--- config.mk ---
export PLATFORM = sky130hd
export DESIGN_NAME = pci_term_ctrl
export DESIGN_NICKNAME = d
export VERILOG_FILES = /design/src/pci_term_pkg.sv /design/src/pci_term_ctrl.sv
export VERILOG_INCLUDE_DIRS = /design/src
export SDC_FILE = /design/constraint.sdc
export NUM_CORES = 1
export LEC_CHECK = 0
export BUFFER_PORTS_ARGS = -buffer_cell sky130_fd_sc_hd__clkbuf_2
export CAP_MARGIN = 20
export CORE_MARGIN = 10
export CORE_UTILIZATION = 25
export DETAILED_ROUTE_END_ITERATION = 16
export PLACE_DENSITY_LB_ADDON = 0.1
export SLEW_MARGIN = 10
export SYNTH_ARGS = -nofsm -noshare
export SYNTH_HDL_FRONTEND = slang
export SYNTH_SLANG_ARGS = --single-unit
--- constraint.sdc ---
create_clock -name clk -period 12.25 [get_ports clk]
set_clock_uncertainty 0.1 [all_clocks]
set_input_delay 1.8375 -clock clk [delete_from_list [all_inputs] [get_ports clk]]
set_output_delay 1.8375 -clock clk [all_outputs]
set_load 0.01 [all_outputs]
--- src/pci_term_map.svh ---
// Register offsets, field positions, reset values and timing counts of the PCI target and master logic.
`ifndef PCI_TERM_MAP_SVH
`define PCI_TERM_MAP_SVH

`define ADR_CTRL        4'h0
`define ADR_STAT        4'h4
`define ADR_MCMD        4'h8

`define CTRL_PRE        0
`define CTRL_MEB        1
`define CTRL_WIE        2
`define CTRL_ARB        3
`define CTRL_WIDE       4
`define CTRL_W          5
`define CTRL_RESET      5'h00
`define CTRL_WMASK      5'h1b

`define STAT_DPE        0
`define STAT_STA        1
`define STAT_ERR        2
`define STAT_CMD        3
`define STAT_FLAGS      4
`define STAT_MBUSY      4
`define STAT_DRLAT      5

`define DR_MIN_BYTES    8'h08
`define DR_AGE_DEFAULT  32768
`define DR_AGE_MAX      1048576
`define DR_AGE_W        20

`define CMD_IACK        4'h0
`define CMD_SPECIAL     4'h1
`define CMD_IO_RD       4'h2
`define CMD_IO_WR       4'h3
`define CMD_MEM_RD      4'h6
`define CMD_MEM_WR      4'h7
`define CMD_CFG_RD      4'ha
`define CMD_CFG_WR      4'hb
`define CMD_MEM_RDM     4'hc
`define CMD_DUAL        4'hd
`define CMD_MEM_RDL     4'he
`define CMD_MWI         4'hf

`endif

--- src/pci_term_pkg.sv ---
// Types shared by the PCI target termination and master request logic.
package pci_term_pkg;

  typedef enum logic [1:0] {
    T_IDLE = 2'b00,
    T_WAIT = 2'b01,
    T_DATA = 2'b11,
    T_TURN = 2'b10
  } tstate_t;

  typedef enum logic [1:0] {
    M_IDLE = 2'b00,
    M_REQ  = 2'b01,
    M_ADDR = 2'b11,
    M_DONE = 2'b10
  } mstate_t;

  typedef struct packed {
    logic        pci_clk;
    logic        frame_n;
    logic        irdy_n;
    logic        gnt_n;
    logic        other_req_n;
    logic        par;
    logic        par64;
    logic [7:0]  cbe_n;
    logic [63:0] ad;
  } pci_in_t;

  typedef struct packed {
    logic        devsel_n;
    logic        trdy_n;
    logic        stop_n;
    logic        tctl_oe;
    logic        perr_n;
    logic        perr_oe;
    logic        par;
    logic        par64;
    logic        par_oe;
    logic [63:0] ad;
    logic        ad_oe;
    logic        frame_n;
    logic        frame_oe;
    logic [3:0]  cbe_n;
    logic        cbe_oe;
    logic        req_n;
    logic        arb_gnt_n;
  } pci_out_t;

  typedef struct packed {
    logic       hit;
    logic       is_read;
    logic       reg_access;
    logic       nonlinear;
    logic       wbuf_full;
    logic       rbuf_empty;
    logic       at_4k;
    logic       pb_bus_err;
    logic       retry_limit;
    logic       alt_abort;
    logic [7:0] rd_bytes;
  } target_in_t;

  typedef struct packed {
    logic err_log;
    logic dr_fetch;
    logic dr_free;
    logic master_done;
  } event_out_t;

endpackage : pci_term_pkg

--- src/pci_term_ctrl.sv ---
// PCI target terminations, parity handling, master request and command issue with a Wishbone register slave.
//
// Added by the designer: the register offsets and register access over Wishbone.
`include "pci_term_map.svh"

module pci_term_ctrl
  import pci_term_pkg::*;
#(
  parameter int DR_AGE_CLOCKS = `DR_AGE_DEFAULT
) (
  input  wire logic        clk,       // System clock, 40 MHz.
  input  wire logic        rst,       // Asynchronous reset, active high.
  input  wire logic        wb_cyc,    // Wishbone cycle.
  input  wire logic        wb_stb,    // Wishbone strobe.
  input  wire logic        wb_we,     // Wishbone write enable.
  input  wire logic [3:0]  wb_adr,    // Wishbone byte address.
  input  wire logic [3:0]  wb_sel,    // Wishbone byte selects.
  input  wire logic [31:0] wb_dat_i,  // Wishbone write data.
  output logic      [31:0] wb_dat_o,  // Wishbone read data.
  output logic             wb_ack,    // Wishbone acknowledge.
  input  wire pci_in_t     pci_in,    // PCI pins and link clock, asynchronous.
  output pci_out_t         pci_out,   // PCI pin drives and enables.
  input  wire target_in_t  tgt,       // Decode and buffer state from the bridge core.
  input  wire logic [63:0] rd_data,   // Read data for the current target data phase.
  input  wire logic        src_req,   // Master transaction request from the core.
  input  wire logic [3:0]  src_cmd,   // Command for src_req.
  output event_out_t       evt        // One-cycle event pulses to the core.
);

  if (DR_AGE_CLOCKS < 2 || DR_AGE_CLOCKS > `DR_AGE_MAX) begin : g_chk
    $error("DR_AGE_CLOCKS out of range");
  end

  // Register file and Wishbone slave.
  logic [`CTRL_W-1:0]     ctrl;
  logic [`STAT_FLAGS-1:0] flags;
  logic [`STAT_FLAGS-1:0] flag_set;
  logic [3:0]             pend_cmd;
  logic                   m_pend;
  logic                   dr_valid;
  tstate_t                tstate;
  tstate_t                next_tstate;
  mstate_t                mstate;
  mstate_t                next_mstate;

  wire wb_req   = wb_cyc & wb_stb & ~wb_ack;
  wire wr_ctrl  = wb_req & wb_we & wb_sel[0] & (wb_adr == `ADR_CTRL);
  wire wr_stat  = wb_req & wb_we & wb_sel[0] & (wb_adr == `ADR_STAT);
  wire wr_mcmd  = wb_req & wb_we & wb_sel[0] & (wb_adr == `ADR_MCMD);
  wire pre      = ctrl[`CTRL_PRE];
  wire meb      = ctrl[`CTRL_MEB];
  wire arb_en   = ctrl[`CTRL_ARB];
  wire wide     = ctrl[`CTRL_WIDE];
  wire m_busy   = (mstate != M_IDLE);
  wire [31:0] stat_word = {26'h0, dr_valid, m_busy, flags};
  wire [31:0] rd_word   = (wb_adr == `ADR_CTRL) ? {27'h0, ctrl} :
                          (wb_adr == `ADR_STAT) ? stat_word :
                          (wb_adr == `ADR_MCMD) ? {28'h0, pend_cmd} : 32'h0;

  always_ff @(posedge clk or posedge rst) begin
    if (rst) begin
      wb_ack   <= 1'b0;
      wb_dat_o <= 32'h0;
    end else begin
      wb_ack   <= wb_req;
      wb_dat_o <= (wb_req & ~wb_we) ? rd_word : 32'h0;
    end
  end

  // The write-invalidate enable stays zero since that command is never issued.
  always_ff @(posedge clk or posedge rst) begin
    if (rst) begin
      ctrl <= `CTRL_RESET;
    end else if (wr_ctrl) begin
      ctrl <= wb_dat_i[`CTRL_W-1:0] & `CTRL_WMASK;
    end
  end

  // Sticky flags clear on a written one; a set in the same cycle wins.
  wire [`STAT_FLAGS-1:0] flag_clr = wr_stat ? wb_dat_i[`STAT_FLAGS-1:0] : {`STAT_FLAGS{1'b0}};
  for (genvar i = 0; i < `STAT_FLAGS; i++) begin : g_flag
    always_ff @(posedge clk or posedge rst) begin
      if (rst) begin
        flags[i] <= 1'b0;
      end else begin
        flags[i] <= flag_set[i] | (flags[i] & ~flag_clr[i]);
      end
    end
  end

  // Pin synchroniser; the link clock edge is found on the second stage.
  pci_in_t pin_meta;
  pci_in_t ps;
  logic    pclk_d;
  logic    frame_prev;
  always_ff @(posedge clk or posedge rst) begin
    if (rst) begin
      pin_meta <= '1;
      ps       <= '1;
      pclk_d   <= 1'b1;
    end else begin
      pin_meta <= pci_in;
      ps       <= pin_meta;
      pclk_d   <= ps.pci_clk;
    end
  end
  wire pedge = ps.pci_clk & ~pclk_d;

  // Target decisions.
  logic t_read;
  logic devsel_n;
  logic trdy_n;
  logic stop_n;
  logic tctl_oe;
  wire m_active    = (mstate == M_ADDR) | (mstate == M_DONE);
  wire t_claim     = pedge & (tstate == T_IDLE) & ~ps.frame_n & frame_prev & tgt.hit & ~m_active;
  wire fatal       = tgt.pb_bus_err | tgt.retry_limit | (t_read & tgt.alt_abort);
  wire need_retry  = t_read & (tgt.rd_bytes < `DR_MIN_BYTES);
  wire buf_stall   = t_read ? tgt.rbuf_empty : tgt.wbuf_full;
  wire disc        = buf_stall | tgt.at_4k | tgt.reg_access | tgt.nonlinear;
  wire decide      = pedge & (tstate == T_WAIT);
  wire abort_evt   = decide & fatal;
  wire retry_evt   = decide & ~fatal & need_retry;
  wire xfer        = pedge & (tstate == T_DATA) & ~ps.irdy_n & ~trdy_n;
  wire t_end       = xfer & ps.frame_n;

  always_comb begin
    next_tstate = tstate;
    case (tstate)
      T_IDLE:  next_tstate = t_claim ? T_WAIT : T_IDLE;
      T_WAIT:  next_tstate = !decide ? T_WAIT : ((fatal | need_retry) ? T_TURN : T_DATA);
      T_DATA:  next_tstate = t_end ? T_TURN : T_DATA;
      T_TURN:  next_tstate = (pedge & ps.frame_n) ? T_IDLE : T_TURN;
      default: next_tstate = T_IDLE;
    endcase
  end

  always_ff @(posedge clk or posedge rst) begin
    if (rst) begin
      tstate     <= T_IDLE;
      frame_prev <= 1'b1;
      t_read     <= 1'b0;
    end else begin
      tstate <= next_tstate;
      if (pedge) begin
        frame_prev <= ps.frame_n;
      end
      if (t_claim) begin
        t_read <= tgt.is_read;
      end
    end
  end

  // Target control pins: disconnect keeps ready with stop, retry keeps ready off, abort drops select.
  always_ff @(posedge clk or posedge rst) begin
    if (rst) begin
      devsel_n <= 1'b1;
      trdy_n   <= 1'b1;
      stop_n   <= 1'b1;
      tctl_oe  <= 1'b0;
    end else if (pedge) begin
      case (tstate)
        T_IDLE: begin
          tctl_oe <= t_claim;
        end
        T_WAIT: begin
          devsel_n <= fatal;
          trdy_n   <= fatal | need_retry;
          stop_n   <= ~(fatal | need_retry | disc);
        end
        T_DATA: begin
          devsel_n <= t_end;
          trdy_n   <= t_end;
          stop_n   <= t_end | ~disc;
        end
        T_TURN: begin
          devsel_n <= 1'b1;
          trdy_n   <= 1'b1;
          stop_n   <= 1'b1;
        end
        default: begin
          tctl_oe <= 1'b0;
        end
      endcase
    end
  end

  // Parity: lower lanes always, upper lanes in wide mode; a check runs one link clock after its phase.
  logic chk_pend;
  logic chk_data;
  logic exp_lo;
  logic exp_hi;
  wire par_lo  = ^{ps.ad[31:0], ps.cbe_n[3:0]};
  wire par_hi  = ^{ps.ad[63:32], ps.cbe_n[7:4]};
  wire chk_now = pedge & chk_pend;
  wire par_bad = chk_now & ((exp_lo ^ ps.par) | (wide & (exp_hi ^ ps.par64)));
  wire wr_xfer = xfer & ~t_read;
  always_ff @(posedge clk or posedge rst) begin
    if (rst) begin
      chk_pend <= 1'b0;
      chk_data <= 1'b0;
      exp_lo   <= 1'b0;
      exp_hi   <= 1'b0;
    end else if (pedge) begin
      chk_pend <= t_claim | wr_xfer;
      chk_data <= wr_xfer;
      exp_lo   <= par_lo;
      exp_hi   <= par_hi;
    end
  end

  // Parity error pin: low for one link clock, then driven high one more before release.
  logic perr_n;
  logic perr_oe;
  always_ff @(posedge clk or posedge rst) begin
    if (rst) begin
      perr_n  <= 1'b1;
      perr_oe <= 1'b0;
    end else if (pedge) begin
      if (par_bad & chk_data & pre) begin
        perr_n  <= 1'b0;
        perr_oe <= 1'b1;
      end else begin
        perr_n  <= 1'b1;
        perr_oe <= ~perr_n;
      end
    end
  end

  // Read data and its parity, which trails the data by one link clock.
  logic [63:0] ad_q;
  logic        ad_oe;
  logic        par_q;
  logic        par64_q;
  logic        par_oe;
  always_ff @(posedge clk or posedge rst) begin
    if (rst) begin
      ad_q    <= 64'h0;
      ad_oe   <= 1'b0;
      par_q   <= 1'b0;
      par64_q <= 1'b0;
      par_oe  <= 1'b0;
    end else if (pedge) begin
      ad_q    <= rd_data;
      ad_oe   <= t_read & (next_tstate == T_DATA);
      par_q   <= ^{ad_q[31:0], ps.cbe_n[3:0]};
      par64_q <= wide & ^{ad_q[63:32], ps.cbe_n[7:4]};
      par_oe  <= ad_oe;
    end
  end

  // Delayed read latch; a master that never returns must not hold the buffer forever.
  logic [`DR_AGE_W-1:0] dr_age;
  wire dr_expire = pedge & dr_valid & (dr_age == `DR_AGE_W'(DR_AGE_CLOCKS - 1));
  wire dr_take   = retry_evt & ~dr_valid;
  always_ff @(posedge clk or posedge rst) begin
    if (rst) begin
      dr_valid <= 1'b0;
      dr_age   <= '0;
    end else if (dr_take) begin
      dr_valid <= 1'b1;
      dr_age   <= '0;
    end else if (dr_expire | (t_end & t_read)) begin
      dr_valid <= 1'b0;
    end else if (pedge & dr_valid) begin
      dr_age <= dr_age + `DR_AGE_W'(1);
    end
  end

  // Master: command latch, arbitration and address phase.
  function automatic logic cmd_ok(input logic [3:0] c);
    case (c)
      `CMD_IACK, `CMD_IO_RD, `CMD_IO_WR, `CMD_MEM_RD, `CMD_MEM_WR,
      `CMD_CFG_RD, `CMD_CFG_WR, `CMD_MEM_RDM, `CMD_MEM_RDL: cmd_ok = 1'b1;
      default: cmd_ok = 1'b0;
    endcase
  endfunction : cmd_ok

  wire       new_req  = wr_mcmd | src_req;
  wire [3:0] new_cmd  = wr_mcmd ? wb_dat_i[3:0] : src_cmd;
  wire       cmd_bad  = new_req & ~m_pend & ~cmd_ok(new_cmd);
  wire       own_req  = (mstate == M_REQ);
  wire       other_rq = ~ps.other_req_n;
  logic      own_gnt;
  wire       granted  = arb_en ? own_gnt : ~ps.gnt_n;
  wire       bus_idle = ps.frame_n & ps.irdy_n;
  wire       m_start  = pedge & own_req & granted & bus_idle & meb & (tstate == T_IDLE);

  always_comb begin
    next_mstate = mstate;
    case (mstate)
      M_IDLE:  next_mstate = (m_pend & meb) ? M_REQ : M_IDLE;
      M_REQ:   next_mstate = !meb ? M_IDLE : (m_start ? M_ADDR : M_REQ);
      M_ADDR:  next_mstate = pedge ? M_DONE : M_ADDR;
      M_DONE:  next_mstate = pedge ? M_IDLE : M_DONE;
      default: next_mstate = M_IDLE;
    endcase
  end

  always_ff @(posedge clk or posedge rst) begin
    if (rst) begin
      mstate   <= M_IDLE;
      m_pend   <= 1'b0;
      pend_cmd <= `CMD_MEM_RD;
    end else begin
      mstate <= next_mstate;
      if (new_req & ~m_pend & cmd_ok(new_cmd)) begin
        m_pend   <= 1'b1;
        pend_cmd <= new_cmd;
      end else if (pedge & (mstate == M_DONE)) begin
        m_pend <= 1'b0;
      end
    end
  end

  // Master pins; the internal arbiter parks on this master when nobody asks.
  logic       frame_n;
  logic       frame_oe;
  logic [3:0] cbe_q;
  logic       cbe_oe;
  logic       req_n;
  logic       arb_gnt_n;
  always_ff @(posedge clk or posedge rst) begin
    if (rst) begin
      frame_n   <= 1'b1;
      frame_oe  <= 1'b0;
      cbe_q     <= 4'hf;
      cbe_oe    <= 1'b0;
      req_n     <= 1'b1;
      own_gnt   <= 1'b0;
      arb_gnt_n <= 1'b1;
    end else begin
      req_n <= ~(own_req & ~arb_en);
      if (pedge) begin
        own_gnt   <= arb_en & (own_req | ~other_rq);
        arb_gnt_n <= ~(arb_en & other_rq & ~own_req);
        frame_n   <= ~m_start;
        frame_oe  <= m_start | (mstate == M_ADDR);
        cbe_q     <= m_start ? pend_cmd : 4'hf;
        cbe_oe    <= m_start;
      end
    end
  end

  // Events and flag sources.
  assign flag_set = {cmd_bad, par_bad | abort_evt, abort_evt, par_bad};
  always_ff @(posedge clk or posedge rst) begin
    if (rst) begin
      evt <= '0;
    end else begin
      evt.err_log     <= par_bad | abort_evt;
      evt.dr_fetch    <= dr_take;
      evt.dr_free     <= dr_expire;
      evt.master_done <= pedge & (mstate == M_DONE);
    end
  end

  assign pci_out = '{devsel_n: devsel_n, trdy_n: trdy_n, stop_n: stop_n, tctl_oe: tctl_oe,
                     perr_n: perr_n, perr_oe: perr_oe, par: par_q, par64: par64_q, par_oe: par_oe,
                     ad: ad_q, ad_oe: ad_oe, frame_n: frame_n, frame_oe: frame_oe, cbe_n: cbe_q,
                     cbe_oe: cbe_oe, req_n: req_n, arb_gnt_n: arb_gnt_n};

  // Checks on the driven behaviour.
  a_retry_shape: assert property (@(posedge clk) disable iff (rst)
    retry_evt |=> !stop_n && !devsel_n && trdy_n) else $error("retry shape wrong");
  a_abort_shape: assert property (@(posedge clk) disable iff (rst)
    abort_evt |=> !stop_n && devsel_n && trdy_n && flags[`STAT_STA]) else $error("abort shape wrong");
  a_disc_ready: assert property (@(posedge clk) disable iff (rst)
    (tstate == T_DATA) && !stop_n && tctl_oe && !devsel_n |-> !trdy_n) else $error("disconnect lacks ready");
  a_parity_flag: assert property (@(posedge clk) disable iff (rst)
    par_bad |=> flags[`STAT_DPE] && evt.err_log) else $error("parity flag not set");
  a_perr_gated: assert property (@(posedge clk) disable iff (rst)
    $fell(perr_n) |-> $past(pre) && $past(chk_data)) else $error("parity pin without enable");
  a_frame_start: assert property (@(posedge clk) disable iff (rst)
    $fell(frame_n) |-> $past(meb) && $past(granted) && $past(own_req)) else $error("frame without grant");
  a_cmd_legal: assert property (@(posedge clk) disable iff (rst)
    cbe_oe |-> cmd_ok(cbe_q)) else $error("illegal command issued");
  a_no_dual_role: assert property (@(posedge clk) disable iff (rst)
    m_active |-> tstate == T_IDLE) else $error("master and target together");
  a_req_route: assert property (@(posedge clk) disable iff (rst)
    own_req && arb_en ##1 own_req && arb_en |-> req_n) else $error("pin request with arbiter");
  a_dr_free: assert property (@(posedge clk) disable iff (rst)
    dr_expire |=> !dr_valid && evt.dr_free) else $error("delayed read not freed");
  a_wie_zero: assert property (@(posedge clk) disable iff (rst)
    !ctrl[`CTRL_WIE]) else $error("write-invalidate enable set");

  c_retry: cover property (@(posedge clk) disable iff (rst) retry_evt);
  c_abort: cover property (@(posedge clk) disable iff (rst) abort_evt);
  c_master: cover property (@(posedge clk) disable iff (rst) m_start ##[1:20] evt.master_done);

endmodule : pci_term_ctrl

==> results.py, run 1 <==
metrics = {
    "power": {
        "switching_power_uw": 738,
        "power_density_mw_per_mm2": 186,
        "power.static_leakage_nw": 6.69,
        "combinationalPowerShare": 0.178,
        "intPower_mw": 1.99,
        "switching_share": 0.271,
        "post-layout-total-power_mw": 2.73,
        "ir_drop_mv": 0.120,
        "power_frac_clock": 0.392,
        "seq_power_share": 0.430,
    },
    "worst_setup_path": {
        "arrival_ns": 3.60,
        "path_class": "input pin to flip-flop",
        "ff2ff_setup_slack_ns": 9.48,
        "critPathRequiredTime_ns": 12.56,
        "critical-path-top-delay-family": "simple AND/OR/NAND/NOR gates",
        "startpoint_types": "input pin",
        "cell_type_of_the_slowest_stage_on_the_worst_timing_path": "or3_1",
        "path_max_fanout": 9,
        "critical_path.max_stage_delay_ns": 0.47,
        "critical_path_cell_by_cell": "clkbuf_2 -> nor4b_4 -> inv_2 -> nor2_4 -> mux2i_1 -> or3_1 -> mux2_2",
        "critical_path.n_buffers_inverters": 2,
        "worst_setup_path_end_kind": "flip-flop",
    },
    "cells_and_area": {
        "final_core_util": 0.321,
        "most-common-layout-cells": "clkbuf_2, nand2_1, dfstp_2, xnor2_1, dfrtp_1",
        "most_common_cell_after_layout_fill_and_taps_aside": "clkbuf_2",
        "final_layout_size_suffix_gt1_frac": 0.416,
        "final_net_count": 1447,
        "filler_cell_count": 4700,
        "syn_to_final_growth_pct": 26.3,
    },
    "grt": {
        "first_global_vias": 7990,
        "grt_busiest_layer": "met2",
        "gr-usage-met3": 0.0350,
        "overflow": 0,
        "largest_net_degree_at_the_start_of_global_routing": 179,
        "met1_resource_use_gr": 0.134,
        "grtUsageMet2": 0.177,
        "globalRouteTotalUtil": 0.110,
        "grt_first_pass_wirelength_mm": 48.1,
        "antenna_found_initial": 4,
    },
    "synthesis": {
        "synth_enable_flop_cells": 0,
        "ys_seq_elements": 298,
        "yosys_most_used_dff": "dfstp_2",
        "ys_seq_area_frac": 0.660,
        "synthesized_instance_count": 964,
        "netlist_area_sq_mm": 0.0116,
        "synthArstFlopShare": 1.00,
        "synthDistinctLibCells": 59,
        "synthesis_warnings": 0,
        "syn_area_per_cell_sq_um": 12.1,
    },
    "clocking": {
        "clock_sink_count": 298,
        "cts_htree_levels": 2,
        "worst_skew_pair.late_latency_ns": 0.54,
        "cts_hold_buffers": 0,
        "ctsRootBufferMaster": "clkbuf_16",
        "worst_setup_hold_path_clk_slew_ns": 0.05,
        "cts_resized": 0,
        "cts_inserted_buffers": 37,
        "max-clock-path-buffers": 3,
        "tritoncts": "built",
        "cts_setup_buffers": 0,
    },
    "place": {
        "port_buffers": 271,
        "gp_weighted_congestion": 0.757,
        "hpwlAfterDp_mm": 22.0,
        "pre_cts_ws_ns": 8.42,
    },
    "sta": {
        "worst_pin_slew_ns": 1.05,
        "timing.final.crit_share": 0.268,
        "finalMaxSlewViolations": 0,
        "grt_setup_unrepaired": "no",
        "hold-worst-slack_ns": 0.247,
        "max_freq_ghz": 0.304,
        "layout_setup_ws_ns": 8.96,
        "max-slew-margin-rel": 0.298,
        "layout_min_cycle_time_ns": 3.29,
        "final-setup-viol-count": 0,
        "fin_setup_tns_ns": 0,
        "timing.final.hold_violations": 0,
    },
    "routing": {
        "route.detailed.drc": 0,
        "starting_drt_drc_count": 344,
        "first_pass_iters": 4,
        "routed_antenna_nets": 0,
        "wirelength_per_cell_microns": 16.4,
        "mean_number_of_vias_per_cell": 3.92,
        "wl_mm": 30.6,
        "dr_total_vias": 7315,
    },
    "die": {
        "die_x_microns": 236,
        "placementRows": 78,
        "fp.dieArea_sq_mm": 0.0555,
        "chip_height_microns": 236,
        "ios": 331,
        "effective_utilization_at_floorplan": 0.254,
        "placeableCoreArea_sq_mm": 0.0457,
    },
    "min_path": {
        "hold_crit_path_type": "flip-flop to flip-flop",
    },
    "job": {
        "cap_violations": 0,
    },
    "status": {
        "run_status": "finished clean",
    },
}
[metal layers]
layer / part of all wire / routed length [microns]
met1: 0.43 / 13200
met2: 0.48 / 14600
met3: 0.066 / 2010
met4: 0.025 / 757
met5: 0.0013 / 41
[logic make-up after synthesis]
logic type	Yosys count	synth area share
other	1	0.000323
AO/OA/AOI/OAI	63	0.0367
adder cells (fa/ha/maj)	1	0.00108
XOR/XNOR	148	0.116
multiplexers	12	0.0114
AND/OR/NAND/NOR	354	0.131
buffers and inverters	87	0.0426
flip-flops	298	0.660
[through the flow]
stage	cell area, sq um	cells
6_report	14700	1864
5_1_grt	14700	1863
4_1_cts	14700	1863
3_5_place_dp	13500	1796
3_3_place_gp	13500	1796
2_1_floorplan	11700	989
[state kept, by name, indices dropped and copies added (netlist names), 4 cells and up]
| register | cells |
|---|---|
| ps | 79 |
| pend_cmd | 4 |
| evt | 4 |
| flags | 4 |
| pin_meta | 79 |
| wb_dat_o | 6 |
| dr_age | 20 |
| ad_q | 64 |
| ctrl | 4 |
| cbe_q | 4 |
[synthesized netlist by cell type (2+ instances only)]
cell | number | share of area
a21o_1 | 4 | 0.0026
a21oi_1 | 14 | 0.0060
a22oi_1 | 2 | 0.0013
a31oi_1 | 3 | 0.0016
and3_1 | 3 | 0.0016
and4_1 | 2 | 0.0015
buf_4 | 41 | 0.026
buf_6 | 2 | 0.0019
clkbuf_1 | 25 | 0.0081
dfrtp_1 | 125 | 0.27
dfstp_2 | 173 | 0.39
inv_1 | 18 | 0.0058
mux2_2 | 10 | 0.0097
mux2i_1 | 2 | 0.0017
nand2_1 | 239 | 0.077
nand2b_1 | 3 | 0.0016
nand3_1 | 12 | 0.0052
nand3b_1 | 4 | 0.0026
nand4_1 | 4 | 0.0022
nor2_1 | 43 | 0.014
nor2b_1 | 3 | 0.0016
nor3_1 | 16 | 0.0069
nor3b_1 | 2 | 0.0013
nor4_1 | 9 | 0.0048
o21a_1 | 2 | 0.0013
o21ai_0 | 13 | 0.0056
o21ai_1 | 2 | 0.00086
o221ai_1 | 2 | 0.0015
o22a_1 | 4 | 0.0030
o31ai_1 | 3 | 0.0019
or3_1 | 4 | 0.0022
or4_1 | 3 | 0.0019
xnor2_1 | 131 | 0.099
xnor3_1 | 4 | 0.0078
xor2_1 | 13 | 0.0098
[worst paths after layout]
kind | from | end | cells past startpoint
setup / recovery | wb_adr[2] | pend_cmd[0] | 7
hold / removal | pin_meta[51] | ps[51] | 0
setup reg to reg | ps[78] | dr_age[7] | 6
hold reg to reg | pin_meta[51] | ps[51] | 0
max in group asynchronous | rst | ad_q[3] | 3
min in group asynchronous | rst | dr_age[13] | 2
[worst reg2reg max path: cells and delay by family, from the launching register on]
kind                      cells  cell delay [ns]
xor gates and xnor gates      1             0.16
and+or+nand+nor               4             1.08
buffers and inverters         1             0.72
DFF                           1             0.58
[power groups by stage]
stage | combinational [mW] | sequential [mW] | clock, mW
after floorplan | 0.354 | 1.18 | 0
after global placement | 0.506 | 1.19 | 0
after detailed placement | 0.505 | 1.19 | 0
after CTS | 0.508 | 1.17 | 1.11
after global routing | 0.543 | 1.19 | 1.16
final | 0.485 | 1.17 | 1.07
[final cells by class]
type	instances	area, sq um	share of cell area
well taps	600	751	0.0511
diodes	1	2.50	0.000170
flip-flops and latches	298	7670	0.523
clock inverters	11	113	0.00767
clock buffers	56	1100	0.0748
multi-input cells	604	3570	0.243
repair buffers	275	1400	0.0953
inverters	19	78.8	0.00537
No activity file was read; power rests on OpenSTA's default activity.
==> run 2: changes to the inputs <==
==> constraint.sdc (replaced) <==
create_clock -name clk -period 3.35 [get_ports clk]
set_clock_uncertainty 0.1 [all_clocks]
set_input_delay 0.5025 -clock clk [delete_from_list [all_inputs] [get_ports clk]]
set_output_delay 0.5025 -clock clk [all_outputs]
set_load 0.01 [all_outputs]
==> run 2 against run 1 <==
Net effect: global-route usage up 0.30 points; clock power grew to 3.9 times the previous value; combinational power rose to 3.8 times the previous value; total power grew to 3.8 times the previous value; design area grew 6.4%; critical path depth is 1 lower; first-iteration DRC count fell by 21%; core utilization rose by 2.1 points; final cell count is 4.4% higher; critical path type is now flip-flop to flip-flop; largest power group unchanged; highest routed layer is now met4.
==> results.py, run 2 (synthesis results as in run 1) <==
metrics = {
    "status": {
        "run_status": "finished clean",
    },
    "worst_setup_path": {
        "path_max_fanout": 18,
        "startpoint_types": "flip-flop",
        "r2r.worst_path.cells": 6,
        "arrival_ns": 2.76,
        "timing.rr.start": "dr_age[16]",
        "r2r_end": "dr_age[19]",
        "path_class": "flip-flop to flip-flop",
        "worst_setup_path_end_kind": "flip-flop",
        "critPathRequiredTime_ns": 3.66,
        "ff2ff_setup_slack_ns": 0.90,
    },
    "clocking": {
        "worst_setup_hold_path_clk_slew_ns": 0.06,
        "clock_sink_count": 298,
        "max-clock-path-buffers": 3,
        "cts_htree_levels": 2,
        "cts_inserted_buffers": 37,
        "ctsRootBufferMaster": "clkbuf_16",
        "tritoncts": "built",
        "worst_skew_pair.late_latency_ns": 0.54,
    },
    "sta": {
        "max-slew-margin-rel": 0.373,
        "final-setup-viol-count": 0,
        "timing.final.crit_share": 0.731,
        "layout_setup_ws_ns": 0.901,
        "max_freq_ghz": 0.408,
        "finalMaxSlewViolations": 0,
        "timing.final.hold_violations": 0,
        "worst_pin_slew_ns": 0.940,
        "grt_setup_unrepaired": "no",
        "layout_min_cycle_time_ns": 2.45,
    },
    "die": {
        "die_x_microns": 236,
        "fp.dieArea_sq_mm": 0.0555,
        "placementRows": 78,
        "ios": 331,
        "effective_utilization_at_floorplan": 0.254,
        "chip_height_microns": 236,
        "placeableCoreArea_sq_mm": 0.0457,
    },
    "grt": {
        "antenna_found_initial": 1,
        "globalRouteTotalUtil": 0.113,
        "first_global_vias": 8408,
        "largest_net_degree_at_the_start_of_global_routing": 123,
        "overflow": 0,
        "grt_first_pass_wirelength_mm": 49.5,
    },
    "cells_and_area": {
        "most-common-layout-cells": "clkbuf_2, nand2_1, dfstp_2, xnor2_1, dfrtp_1",
        "syn_to_final_growth_pct": 34.5,
        "final_layout_size_suffix_gt1_frac": 0.395,
        "seqCellArea_sq_mm": 0.00767,
        "multiInputGateArea_sq_mm": 0.00357,
        "final_net_count": 1531,
        "filler_cell_count": 4622,
        "most_common_cell_after_layout_fill_and_taps_aside": "clkbuf_2",
        "post_layout_nonfiller_instances": 1946,
        "layout_top_registers": "pin_meta: 79 flops, ps: 79 flops, ad_q: 64 flops",
    },
    "routing": {
        "first_pass_iters": 4,
        "dr_total_vias": 7660,
        "routed_antenna_nets": 0,
        "starting_drt_drc_count": 271,
        "route.detailed.drc": 0,
        "mean_number_of_vias_per_cell": 3.94,
        "wirelength_per_cell_microns": 16.1,
        "wl_mm": 31.3,
    },
    "place": {
        "hpwlAfterDp_mm": 22.5,
        "pre_cts_ws_ns": 0.835,
        "gp_weighted_congestion": 0.730,
        "port_buffers": 271,
        "placed_cells": 1800,
    },
    "min_path": {
        "hold-path-cell-count": 3,
        "hold_crit_path_type": "input pin to flip-flop",
        "hold_start": "rd_data[23]",
        "holdPathEnd": "ad_q[23]",
    },
    "job": {
        "cap_violations": 0,
    },
    "power": {
        "intPower_mw": 7.64,
        "ir_drop_mv": 0.341,
        "combinationalPowerShare": 0.180,
        "seq_power_share": 0.414,
        "switching_share": 0.262,
        "power_density_mw_per_mm2": 663,
        "power_frac_clock": 0.406,
        "switching_power_mw": 2.72,
        "post-layout-total-power_mw": 10.4,
        "power.static_leakage_nw": 7.08,
    },
}
-- run 2: cell types whose count changed in the layout (fill, tap and decap cells not counted) --
cell           before  now
buf_12              1    3
buf_4               3    5
clkbuf_1           10    7
clkbuf_16          38   40
clkbuf_8            8    5
inv_6               1    0
inv_8               1    0
dlygate4sd3_1       0   80
inv_16              1    0
clkinv_2            6    5
clkinvlp_4          1    3
bufinv_16           1    5
-- run 2: cell type report --
cell class | count | area share
Clock inverter | 13 | 0.0132
Inverter | 19 | 0.00480
Tap cell | 600 | 0.0480
Multi-Input combinational cell | 604 | 0.228
Clock buffer | 52 | 0.0701
Sequential cell | 298 | 0.491
Timing Repair Buffer | 359 | 0.144
Antenna cell | 1 | 0.000160
-- run 2: repair_timing --
action / in CTS / in global routing
gates resized for setup: 0 / 0
setup buffers: 0 / 0
endpoints found under the setup margin: 0 / 0
hold buffers: 80 / 0
hold endpoints to repair: 81 / 0
-- run 2: power groups by stage --
stage               Clock [mW]  Sequential [mW]  Combinational [mW]
global placement             0             4.35                1.85
finish                    4.20             4.29                1.86
detailed placement           0             4.35                1.85
CTS                       4.40             4.30                1.94
global route              4.51             4.34                2.08
floorplan                    0             4.31                1.30
-- run 2: through the flow --
stage | setup TNS (ns) | utilization | cell area [sq um] | hold WS (ns)
CTS | 0 | 0.342 | 15600 | 0.0162
global placement | 0 | 0.296 | 13500 | 0.246
floorplan | -142.41 | - | 11700 | 0.245
global route | 0 | 0.342 | 15600 | 0.0506
detailed placement | 0 | 0.296 | 13500 | 0.247
finish | 0 | 0.342 | 15600 | 0.0584
-- run 2: worst max path at each step --
stage / from / slack (ns) / to
6_report: dr_age[16] / 0.90 / dr_age[19]
5_1_grt: dr_age[16] / 0.72 / dr_age[19]
4_1_cts: dr_age[16] / 0.86 / dr_age[19]
3_5_place_dp: wb_adr[2] / 0.83 / pend_cmd[0]
3_3_place_gp: wb_adr[2] / 0.83 / pend_cmd[3]
2_1_floorplan: rst / -1.07 / ad_oe
-- run 2: worst max-delay path, stage by stage (launching register included) --
cell	delay, ns
dfrtp_1	0.42
or4_1	0.51
or4_4	0.47
o21ai_4	0.46
nor4_1	0.13
xnor2_1	0.17
nor2_1	0.06
-- run 2: metal layers --
metal	track usage	up-vias	part of all wire
met3	0.0284	45	0.050
met2	0.188	179	0.49
met5	0	-	0
li1	-	3757	-
met4	0.0399	0	0.024
met1	0.138	3679	0.43
